$ cat src/logic/can_filt_pkg.sv
// constants shared by the filter routing block: offsets, field layout, resets
// assumes a 32-bit axi4-lite register bus
package can_filt_pkg;
	localparam int unsigned addr_w = 8;
	localparam int unsigned num_filters = 8;
	localparam int unsigned num_masks = 4;
	localparam int unsigned num_fifos = 16;
	localparam int unsigned id_w = 29;
	localparam int unsigned dest_w = 5;
	localparam int unsigned pick_w = 2;
	// register byte addresses
	localparam logic [addr_w-1:0] filter_ctrl_word_0_off = 8'h00;
	localparam logic [addr_w-1:0] filter_ctrl_word_1_off = 8'h04;
	localparam logic [addr_w-1:0] mask_0_off = 8'h10;
	localparam logic [addr_w-1:0] filter_id_0_off = 8'h20;
	localparam logic [addr_w-1:0] mode_off = 8'h40;
	localparam logic [addr_w-1:0] hit_status_off = 8'h44;
	// per-byte filter field layout
	localparam int unsigned enable_bit = 7;
	localparam int unsigned pick_lsb = 5;
	localparam int unsigned dest_lsb = 0;
	localparam int unsigned filters_per_word = 4;
	// reset values, configuration mode code and response codes
	localparam logic [31:0] ctrl_word_reset = 32'h00000000;
	localparam logic [id_w-1:0] mask_reset = 29'h00000000;
	localparam logic [2:0] mode_reset = 3'h4;
	localparam logic [2:0] mode_config = 3'h4;
	localparam logic [1:0] resp_okay = 2'h0;
	localparam logic [1:0] resp_slverr = 2'h2;
	typedef struct packed {
		logic enable;
		logic [pick_w-1:0] mask_pick;
		logic [dest_w-1:0] fifo_dest;
	} filter_cfg_t;
endpackage

$ cat src/logic/filter_cfg_if.sv
// carries one filter's settings and match result between the modules
// assumes a single clock shared by both ends
`timescale 1ns/1ps
interface filter_cfg_if;
	import can_filt_pkg::*;
	filter_cfg_t cfg;
	logic [id_w-1:0] mask;
	logic [id_w-1:0] ident;
	logic hit;
	modport ctrl (output cfg, output mask, output ident, input hit);
	modport unit (input cfg, input mask, input ident, output hit);
endinterface

$ cat src/logic/filter_match.sv
// one acceptance filter comparison against a received identifier
// assumes mask already chosen by the caller from the filter's pick field
`timescale 1ns/1ps
module filter_match
	import can_filt_pkg::*;
(
	// received identifier
	input wire logic [can_filt_pkg::id_w-1:0] rx_id,
	// settings and result
	filter_cfg_if.unit cfg_port
);
	// masked compare; disabled filters never hit
	assign cfg_port.hit = cfg_port.cfg.enable &&
		(((rx_id ^ cfg_port.ident) & cfg_port.mask) == '0);
endmodule

$ cat src/logic/can_filter_route_control.sv
// filter control words, masks and routing of accepted frames to fifos
// assumes axi4-lite master on aclk; rx_id/rx_valid come from the same clock
//
// Overview of operation
// - enable bit includes or excludes each filter
// - two-bit pick chooses acceptance mask 0-3
// - destination 0-15 routes accepted frame to fifo
// - filter 0 in word 0 bits 7:0
// - filter 1 in word 0 bits 15:8
// - filter 2 in word 0 bits 23:16
// - filter 3 in word 0 bits 31:24
// - mask one compares bit, zero ignores it
//
// Local design decisions: the register addresses and the AXI4-Lite register port.
`timescale 1ns/1ps
module can_filter_route_control
	import can_filt_pkg::*;
(
	// clock and control
	input wire logic aclk,
	input wire logic aresetn,
	input wire logic clk_en,
	// axi4-lite write address
	input wire logic [can_filt_pkg::addr_w-1:0] s_axi_awaddr,
	input wire logic s_axi_awvalid,
	output logic s_axi_awready,
	// axi4-lite write data
	input wire logic [31:0] s_axi_wdata,
	input wire logic [3:0] s_axi_wstrb,
	input wire logic s_axi_wvalid,
	output logic s_axi_wready,
	// axi4-lite write response
	output logic [1:0] s_axi_bresp,
	output logic s_axi_bvalid,
	input wire logic s_axi_bready,
	// axi4-lite read address
	input wire logic [can_filt_pkg::addr_w-1:0] s_axi_araddr,
	input wire logic s_axi_arvalid,
	output logic s_axi_arready,
	// axi4-lite read data
	output logic [31:0] s_axi_rdata,
	output logic [1:0] s_axi_rresp,
	output logic s_axi_rvalid,
	input wire logic s_axi_rready,
	// received frame from the bit engine
	input wire logic [can_filt_pkg::id_w-1:0] rx_id,
	input wire logic rx_valid,
	// write strobe toward the receive fifos
	output logic fifo_wr,
	output logic [3:0] fifo_sel,
	output logic [can_filt_pkg::id_w-1:0] fifo_id
);
	import can_filt_pkg::*;

	// elaboration check: the field layout serves two words of four filters
	if (num_filters != 2 * filters_per_word) begin : g_bad_count
		$error("filter count must match two control words");
	end

	// register storage; masks and identifiers are 29 bits wide
	logic [31:0] ctrl_word [2];
	logic [id_w-1:0] mask [num_masks];
	logic [id_w-1:0] ident [num_filters];
	logic [2:0] mode;
	logic [num_filters-1:0] hits;
	logic [num_filters-1:0] last_hits;
	logic have_aw, have_w;
	logic [addr_w-1:0] aw_addr;
	logic [31:0] w_data;
	logic [3:0] w_strb;

	filter_cfg_if fif [num_filters] ();

	// one comparator per filter, fields sliced from the control words
	genvar g;
	generate
		for (g = 0; g < num_filters; g++) begin : g_filt
			localparam int w = g / filters_per_word;
			localparam int b = (g % filters_per_word) * 8;
			assign fif[g].cfg.enable = ctrl_word[w][b+enable_bit];
			assign fif[g].cfg.mask_pick =
				ctrl_word[w][b+pick_lsb +: pick_w];
			assign fif[g].cfg.fifo_dest =
				ctrl_word[w][b+dest_lsb +: dest_w];
			assign fif[g].mask = mask[fif[g].cfg.mask_pick];
			assign fif[g].ident = ident[g];
			assign hits[g] = fif[g].hit;
			filter_match u_match (
				.rx_id(rx_id),
				.cfg_port(fif[g])
			);
		end
	endgenerate

	// byte-lane merge for writes
	function automatic logic [31:0] merge(input logic [31:0] old,
			input logic [31:0] d, input logic [3:0] s);
		logic [31:0] r;
		r = old;
		for (int i = 0; i < 4; i++) begin
			if (s[i])
				r[i*8 +: 8] = d[i*8 +: 8];
		end
		return r;
	endfunction

	// write channel: address and data taken in either order
	// readies drop with clk_en so no half is taken while state is frozen
	// limitation: a response handshake during a freeze is not seen
	assign s_axi_awready = clk_en && !have_aw && !s_axi_bvalid;
	assign s_axi_wready = clk_en && !have_w && !s_axi_bvalid;
	always_ff @(posedge aclk) begin
		if (!aresetn) begin
			have_aw <= 1'b0;
			have_w <= 1'b0;
			aw_addr <= '0;
			w_data <= '0;
			w_strb <= '0;
		end else if (clk_en) begin
			if (s_axi_awvalid && s_axi_awready) begin
				have_aw <= 1'b1;
				aw_addr <= s_axi_awaddr;
			end
			if (s_axi_wvalid && s_axi_wready) begin
				have_w <= 1'b1;
				w_data <= s_axi_wdata;
				w_strb <= s_axi_wstrb;
			end
			if (have_aw && have_w) begin
				have_aw <= 1'b0;
				have_w <= 1'b0;
			end
		end
	end

	logic do_wr;
	logic wr_ok;
	logic [addr_w-1:0] wa;
	assign do_wr = have_aw && have_w;
	assign wa = {aw_addr[addr_w-1:2], 2'b00};

	// merged words for the 29-bit registers; top bits dropped on store
	logic [31:0] mask_merged;
	logic [31:0] ident_merged;
	assign mask_merged = merge({3'h0, mask[wa[3:2]]}, w_data, w_strb);
	assign ident_merged = merge({3'h0, ident[wa[4:2]]}, w_data, w_strb);

	// decode: which addresses accept a write
	always_comb begin
		wr_ok = 1'b0;
		if (wa == filter_ctrl_word_0_off || wa == filter_ctrl_word_1_off ||
				wa == mode_off)
			wr_ok = 1'b1;
		else if (wa >= mask_0_off && wa < mask_0_off + 8'h10)
			wr_ok = (mode == mode_config);
		else if (wa >= filter_id_0_off && wa < filter_id_0_off + 8'h20)
			wr_ok = 1'b1;
	end

	// control words, reset to zero
	always_ff @(posedge aclk) begin
		if (!aresetn) begin
			ctrl_word[0] <= ctrl_word_reset;
			ctrl_word[1] <= ctrl_word_reset;
		end else if (clk_en && do_wr) begin
			// reserved destinations stored as written; software keeps clear
			if (wa == filter_ctrl_word_0_off)
				ctrl_word[0] <= merge(ctrl_word[0], w_data, w_strb);
			if (wa == filter_ctrl_word_1_off)
				ctrl_word[1] <= merge(ctrl_word[1], w_data, w_strb);
		end
	end

	// acceptance masks, writable only in configuration mode
	always_ff @(posedge aclk) begin
		if (!aresetn) begin
			for (int i = 0; i < num_masks; i++)
				mask[i] <= mask_reset;
		end else if (clk_en && do_wr && wr_ok &&
				wa[7:4] == mask_0_off[7:4]) begin
			mask[wa[3:2]] <= mask_merged[id_w-1:0];
		end
	end

	// filter identifiers and operating mode
	always_ff @(posedge aclk) begin
		if (!aresetn) begin
			for (int i = 0; i < num_filters; i++)
				ident[i] <= '0;
			mode <= mode_reset;
		end else if (clk_en && do_wr) begin
			if (wa[7:5] == filter_id_0_off[7:5])
				ident[wa[4:2]] <= ident_merged[id_w-1:0];
			if (wa == mode_off && w_strb[0])
				mode <= w_data[2:0];
		end
	end

	// write response one cycle after both halves are held
	always_ff @(posedge aclk) begin
		if (!aresetn) begin
			s_axi_bvalid <= 1'b0;
			s_axi_bresp <= resp_okay;
		end else if (clk_en) begin
			if (do_wr) begin
				s_axi_bvalid <= 1'b1;
				s_axi_bresp <= wr_ok ? resp_okay : resp_slverr;
			end else if (s_axi_bready)
				s_axi_bvalid <= 1'b0;
		end
	end

	// read path: one read in flight, answered the cycle after arvalid
	// unmapped reads answer slverr with zero data
	assign s_axi_arready = clk_en && !s_axi_rvalid;
	logic [addr_w-1:0] ra;
	assign ra = {s_axi_araddr[addr_w-1:2], 2'b00};
	always_ff @(posedge aclk) begin
		if (!aresetn) begin
			s_axi_rvalid <= 1'b0;
			s_axi_rdata <= '0;
			s_axi_rresp <= resp_okay;
		end else if (clk_en) begin
			if (s_axi_arvalid && s_axi_arready) begin
				s_axi_rvalid <= 1'b1;
				s_axi_rresp <= resp_okay;
				if (ra == filter_ctrl_word_0_off)
					s_axi_rdata <= ctrl_word[0];
				else if (ra == filter_ctrl_word_1_off)
					s_axi_rdata <= ctrl_word[1];
				else if (ra[7:4] == mask_0_off[7:4])
					s_axi_rdata <= {3'h0, mask[ra[3:2]]};
				else if (ra[7:5] == filter_id_0_off[7:5])
					s_axi_rdata <= {3'h0, ident[ra[4:2]]};
				else if (ra == mode_off)
					s_axi_rdata <= {29'h0, mode};
				else if (ra == hit_status_off)
					s_axi_rdata <= {24'h0, last_hits};
				else begin
					s_axi_rdata <= '0;
					s_axi_rresp <= resp_slverr;
				end
			end else if (s_axi_rready)
				s_axi_rvalid <= 1'b0;
		end
	end

	// destination fields gathered so the priority loop can index them
	logic [dest_w-1:0] dests [num_filters];
	generate
		for (g = 0; g < num_filters; g++) begin : g_dest
			assign dests[g] = fif[g].cfg.fifo_dest;
		end
	endgenerate

	// routing: lowest-numbered hitting filter wins; no frames in config mode
	// reserved codes keep only their low four bits here
	logic any_hit;
	logic [3:0] win_dest;
	always_comb begin
		any_hit = 1'b0;
		win_dest = '0;
		for (int i = int'(num_filters) - 1; i >= 0; i--) begin
			if (hits[i]) begin
				any_hit = 1'b1;
				win_dest = dests[i][3:0];
			end
		end
	end

	// fifo write strobe, one cycle per accepted frame
	always_ff @(posedge aclk) begin
		if (!aresetn) begin
			fifo_wr <= 1'b0;
			fifo_sel <= '0;
			fifo_id <= '0;
			last_hits <= '0;
		end else if (clk_en) begin
			fifo_wr <= rx_valid && any_hit && mode != mode_config;
			if (rx_valid) begin
				fifo_sel <= win_dest;
				fifo_id <= rx_id;
				last_hits <= hits;
			end
		end
	end
endmodule

$ cat config.mk
export PLATFORM = sky130hd
export DESIGN_NAME = can_filter_route_control
export DESIGN_NICKNAME = d
export VERILOG_FILES = /design/src/logic/can_filt_pkg.sv /design/src/logic/filter_cfg_if.sv /design/src/logic/filter_match.sv /design/src/logic/can_filter_route_control.sv
export SDC_FILE = /design/constraint.sdc
export NUM_CORES = 1
export LEC_CHECK = 0
export ABC_AREA = 0
export ABC_CLOCK_PERIOD_IN_PS = 4800
export BUFFER_PORTS_ARGS = -buffer_cell sky130_fd_sc_hd__clkbuf_2
export CORE_MARGIN = 3
export CORE_UTILIZATION = 55
export DETAILED_ROUTE_END_ITERATION = 8
export PLACE_DENSITY = 0.74
export SETUP_SLACK_MARGIN = 0.2
export SYNTH_ARGS = -nofsm -noshare
export SYNTH_HDL_FRONTEND = slang
export SYNTH_SLANG_ARGS = --single-unit
$ cat constraint.sdc
create_clock -name aclk -period 4.8 [get_ports aclk]
set_input_delay 0.96 -clock aclk [delete_from_list [all_inputs] [get_ports aclk]]
set_output_delay 0.96 -clock aclk [all_outputs]
set_load 0.02 [all_outputs]
Yosys cells after proc, flatten, opt, wreduce, memory -nomap -nowiden

Memory sizes are Yosys's and may differ from the RTL's.
Cells that the tools add are included.

Magnitude comparators: 4
Eq/ne operators: 19
Muxes and demuxes: 104
Bitwise logic cells: 18
Reductions and logical operators: 65

Operators by type and width:

| kind                 | count |
|---|---|
| $mux W8              | 40 |
| $and A29 B29 Y29     | 8 |
| $logic_not A29 Y1    | 8 |
| $xor A29 B29 Y29     | 8 |
| $mux W32             | 4 |
| $mux W29             | 4 |
| $reduce_or A29 Y1    | 2 |
| $mux W4              | 10 |
| $reduce_and A2 Y1    | 18 |
| $mux W1              | 35 |
| $logic_and A1 B1 Y1  | 25 |
| $eq A6 B5 Y1 const B | 3 |
| $logic_not A8 Y1     | 2 |
| $mux W2              | 8 |
| $eq A6 B1 Y1 const B | 2 |
| $mux W5              | 2 |
| $eq A4 B1 Y1 const B | 2 |
| $ge A8 B5 Y1 const B | 1 |
| $ge A8 B6 Y1 const B | 1 |
| $lt A8 B6 Y1 const B | 1 |
| $lt A8 B7 Y1 const B | 1 |
| $ne A1 B1 Y1 const B | 8 |
| $reduce_bool A2 Y1   | 4 |
| $eq A3 B1 Y1 const B | 2 |
| other kinds (6)      | 11 |

Register bits: 129
Bits in writable memories: 412
Bits of input ports: 90
Output and inout bits: 75
Word-level logic and storage cells: 228
Memories kept: 3

Memories:

| name      | depth | width | read ports | clocked after memory_dff | write ports | RTL line                       | source |
|---|---|---|---|---|---|---|---|
| ident     | 8     | 29    | 9          | 0                        | 8           | can_filter_route_control.sv:63 | `logic [id_w-1:0] ident [num_filters];` |
| mask      | 4     | 29    | 9          | 0                        | 4           | can_filter_route_control.sv:62 | `logic [id_w-1:0] mask [num_masks];` |
| ctrl_word | 2     | 32    | 2          | 0                        | 2           | can_filter_route_control.sv:61 | `logic [31:0] ctrl_word [2];` |

Longest topological paths before layout

Gate-level depths: netlist of run 1.
An unclocked memory read counts as a cell.

Word-level depth: 15
Mapped depth: 10
Mapped depth without buffers: 8

Modules after synthesis

A second synthesis of run 1 with hierarchy kept.

Cells, all modules: 2,542
Area, all modules: 32,965.4 um2

Modules (own cells, without submodules):

| module                   | times used | cells an instance | area an instance (um2) | sequential area each (um2) |
|---|---|---|---|---|
| can_filter_route_control | 1          | 2,158             | 29,592.1               | 14,874.3 |
| filter_match             | 8          | 48                | 421.7                  | 0.0 |

Worst setup path after synthesis of run 1

OpenSTA, ideal clock, no wires.

Path kind: input port to flip-flop
Start point: input port clk_en
End point: memory ident[7][10], enable pin
Arrival: 2.953 ns
Required time: 4.416 ns
Path slack: 1.463 ns
Stages: 6
Path buffers: 1
Cell sequence: nand3_1 or2_1 nor4b_1 nand2_1 clkbuf_1 o21ai_0

RTL lines:

| item        | RTL line                       | source |
|---|---|---|
| from (decl) | can_filter_route_control.sv:22 | `input wire logic clk_en,` |
| to (decl)   | can_filter_route_control.sv:63 |  |

==> results of run 1 <==
[layer usage]
| metal | vias up | wire length, µm |
|---|---|---|
| met3 | 492 | 23100 |
| met1 | 13000 | 46300 |
| met2 | 2414 | 58600 |
| met5 | - | 61 |
| li1 | 10100 | - |
| met4 | 10 | 10100 |
[final cells by class]
class / instances / area share, %
antenna: 9 / 0.0626
clock buffer: 61 / 4.03
clock inverter: 44 / 1.43
inverter: 37 / 0.393
multi-input combinational: 1824 / 45.6
sequential: 537 / 41.3
tap: 765 / 2.66
timing repair buffer: 249 / 4.43
[report_power, final]
group | leakage (nW) | internal (mW) | switching, mW
sequential | 5.27 | 5.16 | 0.279
combinational | 7.10 | 0.586 | 1.04
clock | 0.951 | 2.77 | 1.92
total | 13.3 | 8.52 | 3.24
[cells by family after synthesis]
| family | count (synthesis) | synth area share [%] |
|---|---|---|
| and+or+nand+nor | 845 | 12.8 |
| DFF | 537 | 46.1 |
| muxes | 391 | 24.7 |
| AOI/OAI and AO/OA | 354 | 7.03 |
| buffers and inverters | 245 | 3.04 |
| xor gates and xnor gates | 232 | 6.30 |
| other | 1 | 0.0116 |
[cell usage in the layout (no fill, tap or decap), types with 109 or more instances in the layout]
cell / instances
a22oi_1: 109
clkbuf_2: 156
edfxtp_1: 412
and2_1: 235
dfxtp_1: 125
xor2_1: 232
nand2_1: 259
nor2_1: 217
a21oi_1: 114
mux4_2: 305
[critical path, delay by kind of cell (launching register included)]
| family | cells | cell delay, ps |
|---|---|---|
| and+or+nand+nor | 2 | 900 |
| DFF | 1 | 870 |
| buffers and inverters | 1 | 390 |
| muxes | 1 | 580 |
| AOI/OAI and AO/OA | 5 | 1370 |
[flip-flops by register name, summed over array words and instances (netlist names), 3 cells and up]
register / count
last_hits: 8
mask: 116
fifo_id: 29
fifo_sel: 4
ctrl_word: 64
ident: 232
aw_addr: 6
w_strb: 4
w_data: 32
mode: 3
s_axi_rdata: 32
[final timing paths]
check	end
setup / recovery	fifo_sel[0]
hold / removal	fifo_id[23]
setup reg to reg	fifo_sel[0]
hold reg to reg	fifo_id[23]
==> flow_summary.ini, run 1 <==
[clock_network]
post_cts_resized = 0
clkLatencyLatePin_ps = 640
holdBufCountCts = 0
path_clk_slew_ps = 70
tritoncts = built
htree_levels = 2
post_cts_buffers = 0
clock_sinks = 537
cts_root_buffer = clkbuf_16
clock_path_buffers = 3
cts_buffers = 56

[synth]
yosys-top-cells-count = edfxtp_1 (412), mux4_2 (305), nand2_1 (260), and2_1 (236), xor2_1 (232)
synth_top_area_cell = edfxtp_1
synth_cell_types = 63
ys_ff_latch = 537
syn_area_per_cell_um2 = 12.4
synthFlopType = edfxtp_1
yosys_warnings = 0
netlist_area_um2 = 32200
synth_area_leaders = edfxtp_1 (38%), mux4_2 (21%), dfxtp_1 (7.8%)
synth_cells = 2605
synth-edff-count = 412
synth_top_area_share_pct = 38.4
yosysMostFrequentCell = edfxtp_1
ys_seq_area_share_pct = 46.1
async_reset_ff_share_pct = 0

[sta]
setup_tns_ps = 0
drv_slew = 0
max_freq_mhz = 236
slew_headroom_pct = 9.76
tightest_slew_ps = 1340
setup_viol = 0
skew_ps = 30.5
period_needed_ps = 4240
hold_viol_final = 0
period_share_pct = 88.4
fin_ws_ps = 556
whs_ps = 454
rsz0062_at_grt = no

[routing]
firstDrtPassIters = 6
viasPerCell = 7.36
vias = 25900
avgRoutedWirePerCell_um = 39.2
antenna_left = 0
drc = 0
wl_um = 138000
dr.first_iter.drc_count = 4402

[finish]
areaGrowthSynthToFinish_pct = 11.6
fin_area_um2 = 36000
fin_nets = 2795
fillers = 4468
seqCellArea_um2 = 14900
multi_input_area_um2 = 16400
drive_gt1_share_pct = 24.5
finish.utilization_pct = 62.2
fin_cells = 3526

[min_path]
hold_class = register to register
hp-start = fifo_id[23]
whs_path_depth = 2

[pwr]
power.leakage_nw = 13.3
power_mw = 11.8
vdd_drop_max_mv = 0.346
p_per_area_nw_per_um2 = 327

[setup_path]
crit_chain = buf_4 -> mux4_1 -> a22oi_1 -> nand4_1 -> or4_4 -> a221o_1 -> a22o_1 -> a21oi_1 -> o21ai_1
path_class = register to register
critPathArrivalTime_ps = 4770
crit_start = ctrl_word[0][53]
r2r-start = ctrl_word[0][53]
max_stage_delay_ps = 870
start_kind = register
crit_required_ps = 5320
r2r_slack_ps = 560
critPathMaxFanout = 12
endpoint_kind = register
cp_slowest_cell = edfxtp_1
r2r_cells = 9

[global_routing]
grt_use_met1_pct = 57.6
grt_use_met2_pct = 64.6
grt_pass1_wl_um = 189000
antenna_found_initial = 17
grt_pass1_vias = 24300
busiest_layer = met2
grtUsageTotal_pct = 45.0
met3_usage_pct = 18.9
gr-total-overflow = 0
grt_max_degree = 77

[placement]
gp_congestion = 1.10
numPortBuffers = 158
hpwl_um = 102000
dpl_cell_area_um2 = 34000
placed_cells = 3412
post-place-ws_ps = 599

[floorplan]
die_w_um = 248
io-pin-count = 165
die_h_um = 248
core.rowCount = 88
dieArea_um2 = 61600
core_um2 = 57800
start_util_pct = 55.8

[run]
drv_cap = 0

[status]
status = finished clean
Note: power is estimated with default switching activity, not from simulation.
==> run 2, diff against run 1 <==
- CORE_MARGIN: 3 -> default
- SKIP_LAST_GASP: default -> 1
==> run 2 against run 1 <==
Compared with the run above: total power is 0.59% lower; critical endpoint is now fifo_sel[3]; sequential cell count stayed put; largest cell class unchanged; register-to-register slack better by 60 ps; largest power group unchanged; die area decreased by 3.2%.
==> flow_summary.ini, run 2 (same netlist as run 1, synthesis figures left out) <==
[finish]
drive_gt1_share_pct = 25.1
fillers = 4503
fin_nets = 2821
reg_top3 = ident (232), mask (116), ctrl_word (64)
largest_reg_flops = 232
areaGrowthSynthToFinish_pct = 11.9
final_common_cell = edfxtp_1
final_cell_mix = edfxtp_1 (412), mux4_2 (305), nand2_1 (260), and2_1 (235), xor2_1 (232)
regMostFlops = ident

[clock_network]
post_cts_buffers = 0
htree_levels = 2
clkLatencyLatePin_ps = 650
cts_root_buffer = clkbuf_16
clock_path_buffers = 3
tritoncts = built
path_clk_slew_ps = 60
cts_buffers = 57
clock_sinks = 537
post_cts_resized = 0
holdBufCountCts = 0

[sta]
period_share_pct = 87.1
hold_viol_final = 0
max_freq_mhz = 239
rsz0062_at_grt = no
setup_viol = 0
period_needed_ps = 4180
drv_slew = 0
tightest_slew_ps = 1160
fin_ws_ps = 619
skew_ps = 24.4
slew_headroom_pct = 22.2
setup_tns_ps = 0

[global_routing]
grt_max_degree = 74
grt_pass1_vias = 24400
antenna_found_initial = 18
grt_pass1_wl_um = 193000
gr-total-overflow = 0
grtUsageTotal_pct = 47.5

[placement]
hpwl_um = 107000
gp_congestion = 1.09
numPortBuffers = 158
post-place-ws_ps = 894

[run]
drv_cap = 0

[min_path]
hold_class = register to register

[setup_path]
endpoint_kind = register
critPathArrivalTime_ps = 4740
critPathMaxFanout = 28
path_class = register to register
start_kind = register
crit_required_ps = 5360

[floorplan]
core.rowCount = 88
start_util_pct = 55.8
io-pin-count = 165
core_um2 = 57800
dieArea_um2 = 59600
die_h_um = 244
die_w_um = 244

[pwr]
p_per_area_nw_per_um2 = 324
vdd_drop_max_mv = 0.371
power.leakage_nw = 13.4

[routing]
wl_um = 141000
drc = 0
dr.first_iter.drc_count = 4598
avgRoutedWirePerCell_um = 39.7
antenna_left = 0
viasPerCell = 7.36
firstDrtPassIters = 6
vias = 26100

[status]
status = finished clean
==> run 2: cell types whose count changed in the layout (fill, tap and decap cells not counted), sizes merged <==
cell,change
buf,+25
bufinv,-7
clkbuf,+23
clkinv,-15
clkinvlp,-1
diode,-1
inv,+3
==> run 2: path summary, 6_finish.rpt <==
path	from	to	slack (ps)	depth (start not counted)
worst max register to register	ctrl_word[0][61]	fifo_sel[3]	620	10
worst min register to register	fifo_id[22]	fifo_id[22]	450	2
worst min-delay path	fifo_id[22]	fifo_id[22]	450	2
worst max-delay path	ctrl_word[0][61]	fifo_sel[3]	620	10
==> run 2: worst max-delay path, cell delays in order, from the launching register on <==
cell and delay [ps]:
edfxtp_1 630, buf_12 350, mux4_2 550, a22oi_1 610
nand4_1 270, nor4_1 750, buf_4 260, nor2_1 60
o311ai_1 330, a31oi_1 140, o22ai_1 120
==> run 2: cell type report <==
class	count	area (µm²)	share of cell area (%)
Tap cell	765	957	2.65
Inverter	37	141	0.392
Multi-Input combinational cell	1824	16400	45.5
Clock inverter	24	250	0.694
Sequential cell	537	14900	41.2
Clock buffer	84	1680	4.65
Antenna cell	8	20.0	0.0555
Timing Repair Buffer	274	1730	4.80
==> run 2: power breakdown <==
| part | switching, mW | leakage [nW] | internal (mW) | total (mW) |
|---|---|---|---|---|
| sequential | 0.291 | 5.27 | 5.16 | 5.45 |
| clock | 1.95 | 0.935 | 2.64 | 4.59 |
| combinational | 1.06 | 7.20 | 0.590 | 1.65 |
==> run 2: layer usage <==
layer	vias to the layer above	GRT usage, %	share of wire (%)
li1	10100	-	-
met5	-	0	0.057
met1	13100	62.8	35
met3	464	16.7	16
met2	2465	67.9	42
met4	12	27.5	7.2
==> run 2: stage by stage <==
step	hold WS [ps]	std cells	instance area, µm²	util [%]	total power, mW
2_1_floorplan	432	2606	32200	-	6.31
3_3_place_gp	439	3437	34100	59.0	7.08
3_5_place_dp	442	3437	34100	59.0	7.09
4_1_cts	454	3545	36000	62.4	11.6
5_1_grt	469	3545	36000	62.4	11.9
6_report	451	3553	36100	62.4	11.7
